File: src/design/rx_bp_consts.svh
// constants for the receive backplane parity and offset block
// assumes: included by bare name from the design files of this block
`ifndef RX_BP_CONSTS_SVH
`define RX_BP_CONSTS_SVH

// register offsets on the 8-bit processor port
`define RBP_ADDR_PARITY_CFG 8'h32
`define RBP_ADDR_BYTE_OFFSET 8'h33
`define RBP_ADDR_BIT_OFFSET 8'h34

// reset values
`define RBP_RESET_PARITY_CFG 8'h00
`define RBP_RESET_BYTE_OFFSET 7'h00
`define RBP_RESET_BIT_OFFSET 4'h0

// parity configuration field positions
`define RBP_ODD_SELECT_BIT 7
`define RBP_INSERT_ENABLE_BIT 6
`define RBP_FORCE_BIT 5
`define RBP_LEVEL_BIT 4
`define RBP_EXTEND_BIT 3
`define RBP_RESERVED_BIT 1
`define RBP_MUX_OUTPUT_BIT 0

// bit offset field positions
`define RBP_BIT_OFFSET_ENABLE_BIT 3

// first bit edge count bases
`define RBP_EDGE_BASE_SAME 6'h04
`define RBP_EDGE_BASE_DIFF 6'h03

// frame lengths in bits per backplane rate
`define RBP_FRAME_BITS_T1 11'h0c1
`define RBP_FRAME_BITS_E1 11'h100
`define RBP_FRAME_BITS_HMVIP 11'h400

// clock period of clock_i in ns
`define RBP_CLOCK_PERIOD_NS 100

`endif

File: src/design/rx_bp_pkg.sv
// types shared by the receive backplane parity and offset block
// assumes: compiled before every design file that names it
package rx_bp_pkg;

  // frame alignment states, one-hot
  typedef enum logic [2:0] {
    ST_HUNT = 3'h1,   // no frame pulse seen yet
    ST_OFFSET = 3'h2, // counting edges after the frame pulse
    ST_STREAM = 3'h4  // bits flowing out
  } align_state_t;

  // backplane rate code
  typedef logic [1:0] rate_t;

endpackage

File: src/design/rx_bp_regs.sv
// register file of the receive backplane parity and offset block
// assumes: an 8-bit processor port with one-cycle read and write strobes
`include "rx_bp_consts.svh"

module rx_bp_regs (
  input wire logic clock_i,              // 10 MHz clock
  input wire logic reset_i,              // async reset, high
  input wire logic ce_i,                 // clock enable
  input wire logic cpu_cs_i,             // chip select
  input wire logic cpu_wr_i,             // write strobe
  input wire logic cpu_rd_i,             // read strobe
  input wire logic [7:0] cpu_addr_i,     // register address
  input wire logic [7:0] cpu_wdata_i,    // write data
  output logic [7:0] cpu_rdata_o,        // registered read data
  output logic [7:0] parity_cfg_o,       // parity configuration
  output logic [6:0] byte_offset_o,      // byte offset field
  output logic [3:0] bit_offset_o        // bit offset enable and value
);

  // address decode
  wire sel_parity = cpu_cs_i && (cpu_addr_i == `RBP_ADDR_PARITY_CFG);
  wire sel_byte = cpu_cs_i && (cpu_addr_i == `RBP_ADDR_BYTE_OFFSET);
  wire sel_bit = cpu_cs_i && (cpu_addr_i == `RBP_ADDR_BIT_OFFSET);

  // unused bit 2 of the parity register reads zero
  wire [7:0] parity_wmask = 8'hfb;

  // read mux, unmapped addresses read zero
  wire [7:0] rdata_mux = sel_parity ? parity_cfg_o :
                         sel_byte ? {1'b0, byte_offset_o} :
                         sel_bit ? {4'h0, bit_offset_o} : 8'h00;

  // register writes
  always_ff @(posedge clock_i or posedge reset_i) begin
    if (reset_i) begin
      parity_cfg_o <= `RBP_RESET_PARITY_CFG;
      byte_offset_o <= `RBP_RESET_BYTE_OFFSET;
      bit_offset_o <= `RBP_RESET_BIT_OFFSET;
    end else if (ce_i && cpu_wr_i) begin
      if (sel_parity) parity_cfg_o <= cpu_wdata_i & parity_wmask;
      if (sel_byte) byte_offset_o <= cpu_wdata_i[6:0];
      if (sel_bit) bit_offset_o <= cpu_wdata_i[3:0];
    end
  end

  // read data held until the next read
  always_ff @(posedge clock_i or posedge reset_i) begin
    if (reset_i) begin
      cpu_rdata_o <= 8'h00;
    end else if (ce_i && cpu_rd_i) begin
      cpu_rdata_o <= rdata_mux;
    end
  end

endmodule

File: src/design/rx_bp_two_entry_buffer.sv
// two-entry buffer between the framer path and the backplane shifter
// assumes: both sides on clock_i; ready is registered so it is safe as a port
module rx_bp_two_entry_buffer #(
  parameter int WIDTH = 2 // pcm and signaling bit
) (
  input wire logic clock_i,               // 10 MHz clock
  input wire logic reset_i,               // async reset, high
  input wire logic ce_i,                  // clock enable
  input wire logic in_valid_i,            // filling side valid
  output logic in_ready_o,                // filling side ready, registered
  input wire logic [WIDTH-1:0] in_data_i, // filling side data
  output logic out_valid_o,               // draining side valid
  input wire logic out_ready_i,           // draining side ready
  output logic [WIDTH-1:0] out_data_o     // draining side data
);

  logic [WIDTH-1:0] mem [0:1]; // storage, not reset
  logic wr_ptr_reg;            // write slot
  logic rd_ptr_reg;            // read slot
  logic [1:0] count_reg;       // words held

  wire push = in_valid_i && in_ready_o;
  wire pop = out_ready_i && out_valid_o;
  wire [1:0] count_next = count_reg + {1'b0, push} - {1'b0, pop};

  assign out_valid_o = (count_reg != 2'h0);
  assign out_data_o = mem[rd_ptr_reg];

  // storage writes need no reset
  always_ff @(posedge clock_i) begin
    if (ce_i && push) mem[wr_ptr_reg] <= in_data_i;
  end

  // pointers, fill count and registered ready
  always_ff @(posedge clock_i or posedge reset_i) begin
    if (reset_i) begin
      wr_ptr_reg <= 1'b0;
      rd_ptr_reg <= 1'b0;
      count_reg <= 2'h0;
      in_ready_o <= 1'b1;
    end else if (ce_i) begin
      if (push) wr_ptr_reg <= ~wr_ptr_reg;
      if (pop) rd_ptr_reg <= ~rd_ptr_reg;
      count_reg <= count_next;
      in_ready_o <= (count_next != 2'h2);
    end
  end

endmodule

File: src/design/rx_backplane_parity_offset.sv
// receive backplane parity insertion and frame offset alignment
// assumes: backplane clock and frame pulse are synchronous inputs sampled on clock_i,
// and the backplane clock runs well below half of clock_i
`include "rx_bp_consts.svh"

module rx_backplane_parity_offset (
  input wire logic clock_i,                  // 10 MHz clock
  input wire logic reset_i,                  // async reset, high
  input wire logic ce_i,                     // clock enable, freezes all state
  input wire logic cpu_cs_i,                 // register chip select
  input wire logic cpu_wr_i,                 // register write strobe
  input wire logic cpu_rd_i,                 // register read strobe
  input wire logic [7:0] cpu_addr_i,         // register address
  input wire logic [7:0] cpu_wdata_i,        // register write data
  output logic [7:0] cpu_rdata_o,            // register read data
  input wire rx_bp_pkg::rate_t rate_select_i, // backplane rate code
  input wire logic map_first24_i,            // first 24 timeslots mapping
  input wire logic fractional_mode_i,        // fractional nx64 operation
  input wire logic clock_multiple_select_i,  // backplane clock at 2x
  input wire logic frame_edge_select_i,      // frame pulse on rising edge
  input wire logic data_edge_select_i,       // data updated on rising edge
  input wire logic multiframe_pulse_i,       // frame pulse marks multiframe
  input wire logic rx_backplane_clock_i,     // backplane clock level
  input wire logic rx_backplane_frame_pulse_i, // backplane frame pulse
  input wire logic line_valid_i,             // framer path bit valid
  output logic line_ready_o,                 // framer path may send
  input wire logic line_pcm_i,               // framer path pcm bit
  input wire logic line_signaling_i,         // framer path signaling bit
  output logic rx_backplane_pcm_o,           // backplane pcm stream
  output logic rx_backplane_signaling_o,     // backplane signaling stream
  output logic frame_aligned_o,              // stream running after a pulse
  output logic underrun_o                    // bit sent with buffer empty
);

  // frame length from the rate code, reserved rate treated as 2.048
  function automatic logic [10:0] frame_bits_f(input rx_bp_pkg::rate_t rate);
    logic [10:0] bits;
    bits = `RBP_FRAME_BITS_E1;
    if (rate == 2'h0) bits = `RBP_FRAME_BITS_T1;
    if (rate == 2'h3) bits = `RBP_FRAME_BITS_HMVIP;
    return bits;
  endfunction

  // register file
  logic [7:0] parity_cfg;  // parity configuration
  logic [6:0] byte_offset; // byte offset field
  logic [3:0] bit_offset;  // bit offset enable and value

  rx_bp_regs u_regs (
    .clock_i(clock_i),
    .reset_i(reset_i),
    .ce_i(ce_i),
    .cpu_cs_i(cpu_cs_i),
    .cpu_wr_i(cpu_wr_i),
    .cpu_rd_i(cpu_rd_i),
    .cpu_addr_i(cpu_addr_i),
    .cpu_wdata_i(cpu_wdata_i),
    .cpu_rdata_o(cpu_rdata_o),
    .parity_cfg_o(parity_cfg),
    .byte_offset_o(byte_offset),
    .bit_offset_o(bit_offset)
  );

  // configuration fields
  wire parity_odd_select = parity_cfg[`RBP_ODD_SELECT_BIT];
  wire parity_insert_enable = parity_cfg[`RBP_INSERT_ENABLE_BIT];
  wire first_bit_force = parity_cfg[`RBP_FORCE_BIT];
  wire first_bit_level = parity_cfg[`RBP_LEVEL_BIT];
  wire parity_span_extend = parity_cfg[`RBP_EXTEND_BIT];
  wire bit_offset_enable = bit_offset[`RBP_BIT_OFFSET_ENABLE_BIT];
  wire [2:0] bit_offset_value = bit_offset[2:0];

  // parity is dropped in the unsupported mappings
  wire parity_allowed = !fractional_mode_i &&
                        !((rate_select_i != 2'h0) && map_first24_i);
  wire insert_on = parity_insert_enable && parity_allowed;

  // edge detection of the backplane clock
  logic clk_prev_reg; // last sampled clock level
  wire rise = rx_backplane_clock_i && !clk_prev_reg;
  wire fall = !rx_backplane_clock_i && clk_prev_reg;
  wire any_edge = rise || fall;
  wire data_tick = data_edge_select_i ? rise : fall;
  wire frame_tick = frame_edge_select_i ? rise : fall;
  wire fp_seen = frame_tick && rx_backplane_frame_pulse_i;

  // edges per bit: two at 1x, four at 2x
  wire edges_same = (frame_edge_select_i == data_edge_select_i);
  wire [1:0] last_phase = clock_multiple_select_i ? 2'h3 : 2'h1;

  // first bit edge count
  wire [5:0] edge_base = edges_same ? `RBP_EDGE_BASE_SAME : `RBP_EDGE_BASE_DIFF;
  wire [5:0] edge_step_1x = {2'h0, bit_offset_value, 1'b0};
  wire [5:0] edge_step_2x = {1'b0, bit_offset_value, 2'h0};
  wire [5:0] edge_step = !bit_offset_enable ? 6'h00 :
                         (clock_multiple_select_i ? edge_step_2x : edge_step_1x);
  wire [5:0] first_bit_edge_count = edge_base + edge_step;

  // byte offset converted to edges, eight bits per byte
  wire [13:0] byte_edges = clock_multiple_select_i ? {2'h0, byte_offset, 5'h00} :
                                                     {3'h0, byte_offset, 4'h0};
  wire [13:0] raw_target = byte_edges + {8'h00, first_bit_edge_count};

  // longest offset: a frame less one bit, or less two with a multiframe pulse, frame pulse on the falling edge and data on the rising edge
  wire [10:0] frame_bits = frame_bits_f(rate_select_i);
  wire short_limit = !frame_edge_select_i && data_edge_select_i && multiframe_pulse_i;
  wire [10:0] limit_bits = frame_bits - (short_limit ? 11'h002 : 11'h001);
  wire [13:0] limit_edges = (clock_multiple_select_i ? {1'b0, limit_bits, 2'h0} :
                                                      {2'h0, limit_bits, 1'b0}) -
                            {13'h0000, !edges_same};
  wire [13:0] edge_target = (raw_target > limit_edges) ? limit_edges : raw_target;

  // alignment state
  rx_bp_pkg::align_state_t state_reg;  // alignment state
  rx_bp_pkg::align_state_t state_next; // next alignment state
  logic [13:0] edge_cnt_reg;           // edges since the frame pulse
  logic [1:0] phase_reg;               // edge within the current bit
  logic [10:0] bit_idx_reg;            // bit position within the frame
  logic par_pcm_reg;                   // pcm parity accumulator
  logic par_sig_reg;                   // signaling parity accumulator

  wire in_offset = (state_reg == rx_bp_pkg::ST_OFFSET);
  wire in_stream = (state_reg == rx_bp_pkg::ST_STREAM);
  wire [13:0] edge_cnt_inc = edge_cnt_reg + 14'h0001;
  wire offset_done = in_offset && any_edge && (edge_cnt_inc == edge_target);
  wire bit_done = in_stream && any_edge && (phase_reg == last_phase);
  // a fresh frame pulse wins over a bit that would go out on the same edge
  wire emit = !fp_seen && (offset_done || bit_done);
  wire first = in_offset || (bit_idx_reg == frame_bits - 11'h001);
  wire [10:0] bit_idx_next = first ? 11'h000 : bit_idx_reg + 11'h001;

  // buffered line bits, ones when the buffer runs dry
  logic buf_valid;       // buffer holds a bit pair
  logic [1:0] buf_data;  // pcm in bit 1, signaling in bit 0
  wire pcm_line = buf_valid ? buf_data[1] : 1'b1;
  wire sig_line = buf_valid ? buf_data[0] : 1'b1;

  rx_bp_two_entry_buffer #(
    .WIDTH(2)
  ) u_buffer (
    .clock_i(clock_i),
    .reset_i(reset_i),
    .ce_i(ce_i),
    .in_valid_i(line_valid_i),
    .in_ready_o(line_ready_o),
    .in_data_i({line_pcm_i, line_signaling_i}),
    .out_valid_o(buf_valid),
    .out_ready_i(emit),
    .out_data_o(buf_data)
  );

  // even parity is one on an odd count of ones, odd parity inverts it
  wire parity_pcm = par_pcm_reg ^ parity_odd_select;
  wire parity_sig = par_sig_reg ^ parity_odd_select;

  // first bit selection: parity, else forced level (pcm only), else line
  wire first_pcm = insert_on ? parity_pcm :
                   (first_bit_force ? first_bit_level : pcm_line);
  wire first_sig = insert_on ? parity_sig : sig_line;
  wire pcm_out = first ? first_pcm : pcm_line;
  wire sig_out = first ? first_sig : sig_line;

  // accumulators restart at the frame start, with the parity bit only when extended
  wire par_pcm_next = first ? (parity_span_extend && pcm_out) : (par_pcm_reg ^ pcm_out);
  wire par_sig_next = first ? (parity_span_extend && sig_out) : (par_sig_reg ^ sig_out);

  // state transitions
  always_comb begin
    state_next = state_reg;
    unique case (state_reg)
      rx_bp_pkg::ST_HUNT: begin
        if (fp_seen) state_next = rx_bp_pkg::ST_OFFSET;
      end
      rx_bp_pkg::ST_OFFSET: begin
        if (fp_seen) state_next = rx_bp_pkg::ST_OFFSET;
        else if (offset_done) state_next = rx_bp_pkg::ST_STREAM;
      end
      rx_bp_pkg::ST_STREAM: begin
        if (fp_seen) state_next = rx_bp_pkg::ST_OFFSET; // realign on every pulse
      end
      default: begin
        state_next = rx_bp_pkg::ST_HUNT; // illegal code recovers
      end
    endcase
  end

  // clock sampling and state
  always_ff @(posedge clock_i or posedge reset_i) begin
    if (reset_i) begin
      clk_prev_reg <= 1'b0;
      state_reg <= rx_bp_pkg::ST_HUNT;
    end else if (ce_i) begin
      clk_prev_reg <= rx_backplane_clock_i;
      state_reg <= state_next;
    end
  end

  // edge counter from the frame pulse and phase within a bit
  always_ff @(posedge clock_i or posedge reset_i) begin
    if (reset_i) begin
      edge_cnt_reg <= 14'h0000;
      phase_reg <= 2'h0;
    end else if (ce_i) begin
      if (fp_seen) edge_cnt_reg <= 14'h0000;
      else if (in_offset && any_edge) edge_cnt_reg <= edge_cnt_inc;
      if (emit) phase_reg <= 2'h0;
      else if (in_stream && any_edge) phase_reg <= phase_reg + 2'h1;
    end
  end

  // bit position and parity accumulators advance with each bit
  always_ff @(posedge clock_i or posedge reset_i) begin
    if (reset_i) begin
      bit_idx_reg <= 11'h000;
      par_pcm_reg <= 1'b0;
      par_sig_reg <= 1'b0;
    end else if (ce_i && emit) begin
      bit_idx_reg <= bit_idx_next;
      par_pcm_reg <= par_pcm_next;
      par_sig_reg <= par_sig_next;
    end
  end

  // output flip-flops, pcm and signaling updated only on the selected data edge
  always_ff @(posedge clock_i or posedge reset_i) begin
    if (reset_i) begin
      rx_backplane_pcm_o <= 1'b1;
      rx_backplane_signaling_o <= 1'b1;
      frame_aligned_o <= 1'b0;
      underrun_o <= 1'b0;
    end else if (ce_i) begin
      if (emit) rx_backplane_pcm_o <= pcm_out;
      if (emit) rx_backplane_signaling_o <= sig_out;
      frame_aligned_o <= (state_next == rx_bp_pkg::ST_STREAM);
      underrun_o <= emit && !buf_valid;
    end
  end

  // checks
  wire bit_pair = emit && ce_i;

  property p_pcm_parity;
    @(posedge clock_i) disable iff (reset_i)
      bit_pair && first && insert_on |=> rx_backplane_pcm_o == $past(parity_pcm);
  endproperty
  a_pcm_parity: assert property (p_pcm_parity) else $error("pcm parity bit wrong");

  property p_sig_parity;
    @(posedge clock_i) disable iff (reset_i)
      bit_pair && first && insert_on |=> rx_backplane_signaling_o == $past(parity_sig);
  endproperty
  a_sig_parity: assert property (p_sig_parity) else $error("signaling parity bit wrong");

  property p_force_level;
    @(posedge clock_i) disable iff (reset_i)
      bit_pair && first && !insert_on && first_bit_force |=> rx_backplane_pcm_o == $past(first_bit_level);
  endproperty
  a_force_level: assert property (p_force_level) else $error("forced first bit wrong");

  property p_unsupported_pass;
    @(posedge clock_i) disable iff (reset_i)
      bit_pair && first && fractional_mode_i && !first_bit_force |=> rx_backplane_pcm_o == $past(pcm_line);
  endproperty
  a_unsupported_pass: assert property (p_unsupported_pass) else $error("parity in fractional mode");

  property p_restart;
    @(posedge clock_i) disable iff (reset_i)
      bit_pair && first && !parity_span_extend |=> !par_pcm_reg && !par_sig_reg;
  endproperty
  a_restart: assert property (p_restart) else $error("accumulator not restarted");

  property p_extend;
    @(posedge clock_i) disable iff (reset_i)
      bit_pair && first && parity_span_extend |=> par_pcm_reg == rx_backplane_pcm_o;
  endproperty
  a_extend: assert property (p_extend) else $error("parity bit not in span");

  property p_no_bit_offset;
    @(posedge clock_i) disable iff (reset_i)
      bit_pair && in_offset && !bit_offset_enable && byte_offset == 7'h00 |->
        edge_cnt_inc == (edges_same ? 14'h0004 : 14'h0003);
  endproperty
  a_no_bit_offset: assert property (p_no_bit_offset) else $error("offset used while disabled");

  property p_count_1x;
    @(posedge clock_i) disable iff (reset_i)
      bit_pair && in_offset && bit_offset_enable && !clock_multiple_select_i && byte_offset == 7'h00 |->
        edge_cnt_inc == 14'h0004 + 14'h0002 * bit_offset_value - (edges_same ? 14'h0000 : 14'h0001);
  endproperty
  a_count_1x: assert property (p_count_1x) else $error("1x edge count wrong");

  property p_count_2x;
    @(posedge clock_i) disable iff (reset_i)
      bit_pair && in_offset && bit_offset_enable && clock_multiple_select_i && byte_offset == 7'h00 |->
        edge_cnt_inc == 14'h0004 + 14'h0004 * bit_offset_value - (edges_same ? 14'h0000 : 14'h0001);
  endproperty
  a_count_2x: assert property (p_count_2x) else $error("2x edge count wrong");

  property p_byte_offset;
    @(posedge clock_i) disable iff (reset_i)
      bit_pair && in_offset && !bit_offset_enable && !clock_multiple_select_i && edges_same &&
        byte_offset < 7'h08 |-> edge_cnt_inc == 14'h0004 + 14'h0010 * byte_offset;
  endproperty
  a_byte_offset: assert property (p_byte_offset) else $error("byte offset delay wrong");

  property p_data_edge;
    @(posedge clock_i) disable iff (reset_i)
      bit_pair |-> data_tick;
  endproperty
  a_data_edge: assert property (p_data_edge) else $error("bit left on wrong edge");

  property p_limit;
    @(posedge clock_i) disable iff (reset_i)
      in_offset |-> edge_cnt_reg < limit_edges;
  endproperty
  a_limit: assert property (p_limit) else $error("offset beyond frame limit");

  property p_cov_insert;
    @(posedge clock_i) disable iff (reset_i) bit_pair && first && insert_on;
  endproperty
  c_cov_insert: cover property (p_cov_insert);

  property p_cov_force;
    @(posedge clock_i) disable iff (reset_i) bit_pair && first && !insert_on && first_bit_force;
  endproperty
  c_cov_force: cover property (p_cov_force);

  property p_cov_wrap;
    @(posedge clock_i) disable iff (reset_i) bit_pair && first && in_stream;
  endproperty
  c_cov_wrap: cover property (p_cov_wrap);

endmodule

File: config.mk
export PLATFORM = sky130hd
export DESIGN_NAME = rx_backplane_parity_offset
export DESIGN_NICKNAME = d
export VERILOG_FILES = /design/src/design/rx_bp_pkg.sv /design/src/design/rx_bp_regs.sv /design/src/design/rx_bp_two_entry_buffer.sv /design/src/design/rx_backplane_parity_offset.sv
export VERILOG_INCLUDE_DIRS = /design/src /design/src/design
export SDC_FILE = /design/constraint.sdc
export NUM_CORES = 1
export LEC_CHECK = 0
export BUFFER_PORTS_ARGS = -buffer_cell sky130_fd_sc_hd__buf_2
export CORE_MARGIN = 2
export CORE_UTILIZATION = 61
export DETAILED_ROUTE_END_ITERATION = 12
export HOLD_SLACK_MARGIN = 0.08
export PLACE_DENSITY = 0.81
export SYNTH_ARGS = -nofsm -noshare
export SYNTH_HDL_FRONTEND = slang
export SYNTH_SLANG_ARGS = --single-unit
File: constraint.sdc
create_clock -name clock_i -period 6 [get_ports clock_i]
set_input_delay 1.2 -clock clock_i [delete_from_list [all_inputs] [get_ports clock_i]]
set_output_delay 1.2 -clock clock_i [all_outputs]
set_load 0.02 [all_outputs]
==> results of run 1 <==
-- repair_timing --
| item | 4_1_cts | 5_1_grt |
|---|---|---|
| endpoints found under the setup margin | 2 | 8 |
| gates resized for setup | 1 | 16 |
| pin swaps | 7 | 17 |
| endpoints found under the hold margin | 0 | 0 |
| buffers inserted | 2 | 4 |
-- worst max-delay path: cells and delay by family --
kind	cells	cell delay [ns]
AO/OA/AOI/OAI	5	1.14
XOR/XNOR	3	0.46
adder cells (fa/ha/maj)	6	1.39
buffers and inverters	6	0.45
multiplexers	1	0.20
AND/OR/NAND/NOR	9	1.36
-- per-stage QoR --
stage               worst slack [ns]  instances  area (um^2)
global route                 -0.2663        808         6465
CTS                          0.01771        804         6354
floorplan                    -0.2459        609         5514
global placement             -0.2616        786         6126
detailed placement           -0.4630        786         6126
finish                       0.06935        808         6465
-- report_power, final --
part           internal [W]  switching [W]  total (W)
combinational      0.000128       0.000161   0.000289
clock              0.000202       0.000210   0.000412
sequential         0.000526      0.0000356   0.000562
-- worst paths after layout --
check / cells after the start / slack, ns / endpoint / startpoint
worst max-delay path: 30 / 0.07 / u_buffer.in_ready_o$_DFFE_PP1P_ / frame_edge_select_i
worst max register to register: 27 / 0.46 / u_buffer.in_ready_o$_DFFE_PP1P_ / u_regs.bit_offset_o[3]$_DFFE_PP0P_
max in group asynchronous: 3 / 4.34 / phase_reg[1]$_DFFE_PP0P_ / reset_i
worst min register to register: 2 / 0.49 / u_regs.cpu_rdata_o[0]$_DFFE_PP0P_ / u_regs.cpu_rdata_o[0]$_DFFE_PP0P_
worst min-delay path: 2 / 0.49 / u_regs.cpu_rdata_o[0]$_DFFE_PP0P_ / u_regs.cpu_rdata_o[0]$_DFFE_PP0P_
min in group asynchronous: 3 / 1.07 / u_regs.parity_cfg_o[0]$_DFFE_PP0P_ / reset_i
-- layout make-up --
class                      instances  area, um^2
clock inverter                     7       85.08
timing repair buffer             107       718.2
fill                             591        2171
clock buffer                       9       123.9
multi-input combinational        470        3437
inverter                          35       138.9
tap                              108       135.1
sequential                        72        1827
-- cell usage in the layout (no fill, tap or decap), drive strengths merged, types with 3 or more instances in the layout --
master | netlist | routed
a31oi | 3 | 3
dfrtp | 64 | 64
nor3b | 4 | 4
a22o | 12 | 12
nand4 | 9 | 9
inv | 34 | 39
a211oi | 6 | 6
ha | 26 | 26
mux2i | 19 | 19
a22oi | 3 | 3
clkbuf | 24 | 9
xnor2 | 31 | 31
nor4 | 6 | 6
nor2b | 7 | 7
nand3 | 28 | 28
nand2b | 5 | 5
dfstp | 4 | 4
nor3 | 11 | 11
and2 | 6 | 6
nand3b | 4 | 4
o221ai | 8 | 8
a21oi | 36 | 36
nor2 | 40 | 40
o211ai | 7 | 7
and3 | 10 | 10
o21ai | 45 | 45
xor2 | 16 | 16
nand2 | 60 | 60
o31ai | 9 | 9
mux2 | 26 | 26
buf | 8 | 107
edfxtp | 4 | 4
-- layer usage --
metal	part of all wire, %	routed length (um)	global-route usage [%]
met1	41	5869	37.95
met2	51	7236	50.90
met3	6.0	851	5.225
met4	2.4	341	10.47
met5	0	0	0
-- kinds of logic after synthesis --
kind of cell / after synthesis / share of synthesized area [%]
buf+inv: 67 / 5.138
fa+ha+maj: 27 / 6.417
mux: 45 / 8.975
xor+xnor: 47 / 7.789
compound gates: 153 / 19.48
simple gates: 198 / 18.25
flops: 72 / 33.95
==> metrics.md, run 1 <==
| Metric | Value |
|---|---|
| Reg clk slew, reported paths | roughly 0.09 ns |
| Clock Latency Late Sink | approximately 0.37 ns |
| Critical Path Sink Type | flip-flop |
| Row Count | 34 |
| Final Max Slew Viols | 0 |
| Max IR drop VDD | 212.3 uV |
| Worst endpoint required time | between 6 and 7 ns |
| Area delta synth->final | 20.13% |
| Post-route ant nets | 0 |
| Initial core utilization | approximately 62% |
| Lkg Pwr | between 2 and 3 nW |
| Initial antenna violation count | 0 |
| Post-DP HPWL | ~10 mm |
| Post-synth EDFFs | 4 |
| Final Power | ~0.0013 W |
| Vias | roughly 5000 |
| Post-Syn Nets | 671 |
| Core footprint | roughly 8600 um^2 |
| Mapped Cells | 609 |
| H-tree depth | 3 |
| Worst slew pin tran | 1.097 ns |
| Post-Syn Area | 5381 um^2 |
| Synth warn | 0 |
| Crit path time final | about 6 ns |
| Gp weighted congestion | 0.9374 |
| Drt total wl | about 14 mm |
| Avg Vias per Cell | about 6.2 |
| Primary FF master, synth | dfrtp_1 |
| Number of CTS-inserted buffers | 9 |
| Crit path max fanout | 4 |
| Area contributors post-synth | dfrtp_1 (30%), ha_1 (6.0%), mux2_2 (5.2%) |
| Worst hold path class | reg2reg |
| WHS | 0.4853 ns |
| Crit path launch type | input port |
| Avg WL per Cell | 17.70 um |
| First-pass DRT Iterations | 5 |
| CP arrival | slightly above 6 ns |
| Synth area leader | dfrtp_1 |
| Status | complete, no violations |
| Synth unique cells | 74 |
| Synth async-reset ratio | a little over nine tenths |
| Fmax | 168.6 MHz |
| RSZ-0062 raised after global routing | yes |
| Die H | between 90 and 100 um |
| Cell mode on critical path | ha_4 |
| Synth top area share | around 30% |
| Worst path max stage delay | between 0.3 and 0.4 ns |
| Mapped Avg Cell Area | 8.836 um^2 |
| Sequential share of the synthesized area | roughly a third |
| Die X | 97.93 um |
| Max clock buf depth | 2 |
| Number of port buffers | 47 |
| Final worst path period share | 98.84% |
| Max FFs per register | 14 |
| P per Cell Area | between 150 and 200 nW/um^2 |
| Setup Viol. Count Final | 0 |
| Global Route Usage Sum | slightly below 30% |
| Hold Fails Final Rpt | 0 |
| Fin Setup TNS | 0 ns |
| Slew Limit Headroom | around a quarter |
| Final #Nets | 757 |
| Sink Count | 72 |
| Largest net degree at the start of global routing | between 60 and 70 |
| Post-layout utilization of the core | between 70% and 80% |
| Synth cell count leaders | dfrtp_1 (64), nand2_1 (60), o21ai_0 (45), nor2_1 (39), a21oi_1 (35) |
| Die area | approximately 9600 um^2 |
| Most frequent cell after synthesis | dfrtp_1 |
| First-pass GRT wire length | about 23 mm |
| Root Driver | clkbuf_8 |
| GRT overflow | 0 |
| CP Class | in2reg |
| Ports | 48 |
| # DRC | 0 |
| CTS tree | built |
| 1st-iter DRT viols | between 200 and 300 |
| N_diodes | 0 |
| Synth Register Bits | 72 |
| # hold bufs at CTS | 0 |
| Share of cells above drive strength 1 | 27.43% |
| Max Clock Skew | 0.01404 ns |
| Number of global-route vias before repair | roughly 4800 |
| Slowest-stage cell, CP | nor4_4 |
| Max_cap viols | 0 |
Note: power is estimated with default switching activity, not from simulation.
==> run 2: changes to the inputs <==
SETUP_SLACK_MARGIN = 0.1   (was unset)
==> run 2 against run 1 <==
  * Utilization is 0.22 points higher
  * Setup slack got worse by 0.065 ns
  * Worst hold slack about the same
  * Critical path type unchanged
  * Global-route usage grew 0.091 points
  * Register-to-register slack got worse by 0.07 ns
  * Cell count rose by 0.12%
  * Via count down 0.50%
  * Clock power about the same
  * Combinational power is essentially flat
  * First-iteration DRC count rose by 18%
  * Critical path depth unchanged
  * Maximum frequency is 1.1% lower
==> metrics.md, run 2 (same netlist as run 1, synthesis figures left out) <==
| Metric | Value |
|---|---|
| Status | complete, no violations |
| Worst slew pin tran | approximately 1.1 ns |
| WL met2 | around 7.3 mm |
| Final Power | roughly 0.0013 W |
| Number of global-route vias before repair | just under 5000 |
| Share of cells above drive strength 1 | around 28% |
| Die area | 9589 um^2 |
| Critical Path Sink Type | flip-flop |
| Crit path time final | around 6 ns |
| Clock Latency Late Sink | 0.37 ns |
| Setup Viol. Count Final | 0 |
| Max clock buf depth | 2 |
| Fmax | 166.8 MHz |
| Gp weighted congestion | 0.9374 |
| Top sig layer | met4 |
| Die H | a little under 100 um |
| CP arrival | around 6.3 ns |
| Worst endpoint required time | ~6.3 ns |
| Reg clk slew, reported paths | about 0.090 ns |
| Placed insts | 786 |
| Vias | around 5000 |
| Final #Nets | 758 |
| Largest net degree at the start of global routing | just under 70 |
| Cell mode on critical path | ha_4 |
| N_diodes | 0 |
| First-pass DRT Iterations | 5 |
| Lkg Pwr | a little under 3 nW |
| Number of port buffers | 47 |
| P per Cell Area | approximately 200 nW/um^2 |
| Global Route Usage Sum | about 30% |
| Avg WL per Cell | 17.97 um |
| Max_cap viols | 0 |
| Avg Vias per Cell | 6.194 |
| Worst hold path class | reg2reg |
| Row Count | 34 |
| Final Max Slew Viols | 0 |
| Core footprint | 8636 um^2 |
| Number of CTS-inserted buffers | 9 |
| WHS | between 0.4 and 0.5 ns |
| Hold Fails Final Rpt | 0 |
| Max Clock Skew | ~0.014 ns |
| # hold bufs at CTS | 0 |
| Initial core utilization | between 60% and 70% |
| # DRC | 0 |
| RSZ-0062 raised after global routing | yes |
| R2R Setup Slk | about 0.39 ns |
| Slowest-stage cell, CP | nor4_4 |
| Initial antenna violation count | 0 |
| Detailed-route wire length on metal 1 | around 6 mm |
| H-tree depth | 3 |
| Final worst path period share | between 90 and 100% |
| Critical path buffers and inverters | 5 |
| Max FFs per register | 14 |
| Post-route ant nets | 0 |
| Root Driver | clkbuf_8 |
| CTS tree | built |
| CP Class | in2reg |
| Post-DP HPWL | between 10 and 15 mm |
| GRT overflow | 0 |
| Crit path max fanout | 4 |
| Max IR drop VDD | 213.0 uV |
| Met3 WL post-DR | approximately 900 um |
| Worst path max stage delay | ~0.39 ns |
| Sink Count | just over 70 |
| Slew Limit Headroom | between 20% and 30% |
| Worst slack, placed | -0.4630 ns |
| Die X | between 90 and 100 um |
| Crit path launch type | input port |
| Drt total wl | around 15 mm |
| Area delta synth->final | 20.48% |
| Final WS setup | ~0.0040 ns |
| Commonest non-fill, non-tap cells in the layout | dfrtp_1 (64), nand2_1 (59), buf_4 (58) |
| Commonest non-fill, non-tap cell in the layout | dfrtp_1 |
| Non-filler cells, final | 809 |
| Post-layout utilization of the core | roughly three quarters |
| First-pass GRT wire length | around 23 mm |
| 1st-iter DRT viols | 327 |
| Crit-path leading delay family | adder cells |
| Ports | 48 |
[run 2: report_power, final]
part | total, W | switching (W) | internal (W)
clock network | 0.000413 | 0.000212 | 0.000202
logic | 0.000291 | 0.000163 | 0.000128
registers | 0.000561 | 0.0000354 | 0.000526
[run 2: path summary, 6_finish.rpt]
path / from / end / cells past startpoint
worst max register to register: u_regs.bit_offset_o[3]$_DFFE_PP0P_ / u_buffer.in_ready_o$_DFFE_PP1P_ / 28
min in group asynchronous: reset_i / u_regs.byte_offset_o[2]$_DFFE_PP0P_ / 3
max in group asynchronous: reset_i / edge_cnt_reg[12]$_DFFE_PP0P_ / 3
worst min-delay path: u_regs.cpu_rdata_o[0]$_DFFE_PP0P_ / u_regs.cpu_rdata_o[0]$_DFFE_PP0P_ / 2
worst max-delay path: data_edge_select_i / u_buffer.in_ready_o$_DFFE_PP1P_ / 30
worst min register to register: u_regs.cpu_rdata_o[0]$_DFFE_PP0P_ / u_regs.cpu_rdata_o[0]$_DFFE_PP0P_ / 2
[run 2: worst register-to-register path: cells and delay by family (launching register included)]
kind                     cells  cell delay [ns]
XOR/XNOR                     4             0.62
multiplexers                 2             0.41
AO/OA/AOI/OAI                4             0.81
adder cells (fa/ha/maj)      5             1.22
flip-flops                   1             0.56
AND/OR/NAND/NOR             10             1.67
buffers and inverters        3             0.25
[run 2: cell type report]
cell class / count / area [um^2]
Timing Repair Buffer: 108 / 729.5
Multi-Input combinational cell: 470 / 3445
Tap cell: 108 / 135.1
Clock buffer: 9 / 123.9
Inverter: 35 / 138.9
Sequential cell: 72 / 1827
Fill cell: 589 / 2152
Clock inverter: 7 / 85.08
[run 2: through the flow]
stage	area, um^2	setup TNS (ns)
floorplan	5514	-0.4874
global placement	6126	-0.5275
detailed placement	6126	-3.199
CTS	6365	0
global route	6484	-1.502
finish	6484	0
[run 2: timing repair]
| item | CTS | global route |
|---|---|---|
| pin swaps | 11 | 19 |
| setup endpoints to repair | 2 | 16 |
| gates resized for setup | 3 | 17 |
| buffers inserted | 3 | 4 |
[run 2: per-layer routing]
metal | GRT usage, % | vias up
met5 | 0 | -
met1 | 37.86 | 2389
met4 | 10.90 | 0
li1 | - | 2369
met3 | 5.440 | 40
met2 | 50.95 | 213
==> run 3: changes to the inputs <==
clock period = 5.9 ns   (was 6 ns; I/O delays follow)
==> run 3 against run 2 <==
  * The flow now finishes with violations (setup timing)
  * Sequential cell count stayed put
  * Largest power group unchanged
  * Die area is the same
  * Sequential power grew 2%
==> metrics.md, run 3 (same netlist as run 1, synthesis figures left out) <==
| Metric | Value |
|---|---|
| Ports | 48 |
| Gp weighted congestion | about 0.96 |
| GRT overflow | 0 |
| Worst endpoint required time | between 6 and 7 ns |
| 1st-iter DRT viols | approximately 440 |
| Number of global-route vias before repair | ~5000 |
| Worst slack, placed | -0.5804 ns |
| P per Cell Area | slightly below 200 nW/um^2 |
| Final #Nets | 766 |
| Busiest grt layer | met2 |
| # DRC | 0 |
| Met2 global-route usage | 52.00% |
| Post-layout utilization of the core | 75.85% |
| WHS | 0.4878 ns |
| Crit path launch type | input port |
| N_diodes | 0 |
| Grt met1 use | 39.25% |
| Number of CTS-inserted buffers | 9 |
| Slowest-stage cell, CP | fa_2 |
| CP arrival | between 6 and 7 ns |
| Worst hold path class | reg2reg |
| H-tree depth | 3 |
| Die area | around 9600 um^2 |
| Core footprint | about 8600 um^2 |
| Share of cells above drive strength 1 | between 20 and 30% |
| RSZ-0062 raised after global routing | yes |
| Die H | about 100 um |
| Root Driver | clkbuf_8 |
| Vias | around 5100 |
| Drt total wl | between 10 and 15 mm |
| Avg WL per Cell | 17.75 um |
| Slew Limit Headroom | between 20 and 30% |
| Post-route ant nets | 0 |
| Global Route Usage Sum | 30.86% |
| Row Count | 34 |
| Post-DP HPWL | 10.67 mm |
| Max clock buf depth | 2 |
| Final WS setup | -0.07543 ns |
| Non-filler cells, final | ~800 |
| Area delta synth->final | 21.72% |
| Post-route cell area | 6550 um^2 |
| Avg Vias per Cell | between 6 and 7 |
| Largest net degree at the start of global routing | 69 |
| Setup Viol. Count Final | 2 |
| Lkg Pwr | 3.005 nW |
| Area after DPL | 6156 um^2 |
| Final Max Slew Viols | 0 |
| Max IR drop VDD | approximately 230 uV |
| Die X | between 90 and 100 um |
| Crit path time final | about 6 ns |
| Number of port buffers | between 40 and 50 |
| Clock Latency Late Sink | about 0.37 ns |
| Max FFs per register | 14 |
| Critical Path Sink Type | flip-flop |
| First-pass GRT wire length | approximately 24 mm |
| Commonest non-fill, non-tap cells in the layout | dfrtp_1 (64), buf_4 (64), nand2_1 (59) |
| CTS tree | built |
| CP Class | in2reg |
| Worst slew pin tran | approximately 1.1 ns |
| Initial core utilization | 62.32% |
| Final worst path period share | 101.3% |
| Max_cap viols | 0 |
| Placed insts | 790 |
| Fmax | around 170 MHz |
| Sink Count | 72 |
| Worst path max stage delay | 0.38 ns |
| Initial antenna violation count | 0 |
| # hold bufs at CTS | 0 |
| GRT met3 Usage | 4.868% |
| First-pass DRT Iterations | 5 |
| Hold Fails Final Rpt | 0 |
| Status | finished with violations |
| Reg clk slew, reported paths | 0.09 ns |
| Crit path max fanout | 4 |
| Failing checks | setup timing |
| Max Clock Skew | 0.01056 ns |
run 3: critical path, delay by kind of cell:
kind,cells,cell delay (ns)
AO/OA/AOI/OAI,4,0.72
AND/OR/NAND/NOR,9,1.31
adder cells (fa/ha/maj),5,1.33
multiplexers,2,0.48
XOR/XNOR,4,0.66
buffers and inverters,7,0.58
run 3: cell type report:
type	count	area, um^2
clock buffers	9	123.9
repair buffers	116	797.0
well taps	108	135.1
fillers	608	2086
multi-input cells	470	3441
flip-flops and latches	72	1827
inverters	35	138.9
clock inverters	7	87.58
run 3: where the power goes:
part | switching (W) | internal [W] | leakage, nW
Clock | 0.000221 | 0.000206 | 0.110
Sequential | 0.0000361 | 0.000535 | 0.943
Combinational | 0.000164 | 0.000132 | 1.95
Total | 0.000421 | 0.000873 | 3.00
run 3: per-stage QoR:
stage,TNS [ns],total power (W)
final,-0.1375,0.001295
after global routing,-1.299,0.001348
after CTS,0,0.001289
after detailed placement,-5.800,0.0008583
after global placement,-0.7931,0.0008435
after floorplan,-0.7274,0.0007684
run 3: layer usage:
layer | vias to the layer above | share of wire, %
li1 | 2382 | -
met1 | 2467 | 42
met2 | 215 | 50
met3 | 37 | 5.2
met4 | 0 | 2.7
met5 | - | 0
run 3: path summary, 6_finish.rpt:
check / startpoint / end / slack, ns / depth (start not counted)
setup / recovery: frame_edge_select_i / u_buffer.in_ready_o$_DFFE_PP1P_ / -0.08 / 31
hold / removal: u_regs.cpu_rdata_o[4]$_DFFE_PP0P_ / u_regs.cpu_rdata_o[4]$_DFFE_PP0P_ / 0.49 / 2
setup reg to reg: u_regs.bit_offset_o[0]$_DFFE_PP0P_ / u_buffer.in_ready_o$_DFFE_PP1P_ / 0.47 / 29
hold reg to reg: u_regs.cpu_rdata_o[4]$_DFFE_PP0P_ / u_regs.cpu_rdata_o[4]$_DFFE_PP0P_ / 0.49 / 2
max in group asynchronous: reset_i / edge_cnt_reg[12]$_DFFE_PP0P_ / 4.25 / 3
min in group asynchronous: reset_i / u_regs.bit_offset_o[1]$_DFFE_PP0P_ / 1.04 / 3
run 3: what timing repair did:
| item | 4_1_cts | 5_1_grt |
|---|---|---|
| setup endpoints to repair | 14 | 18 |
| buffers inserted | 9 | 2 |
| pin swaps | 19 | 14 |
| gates resized for setup | 12 | 10 |
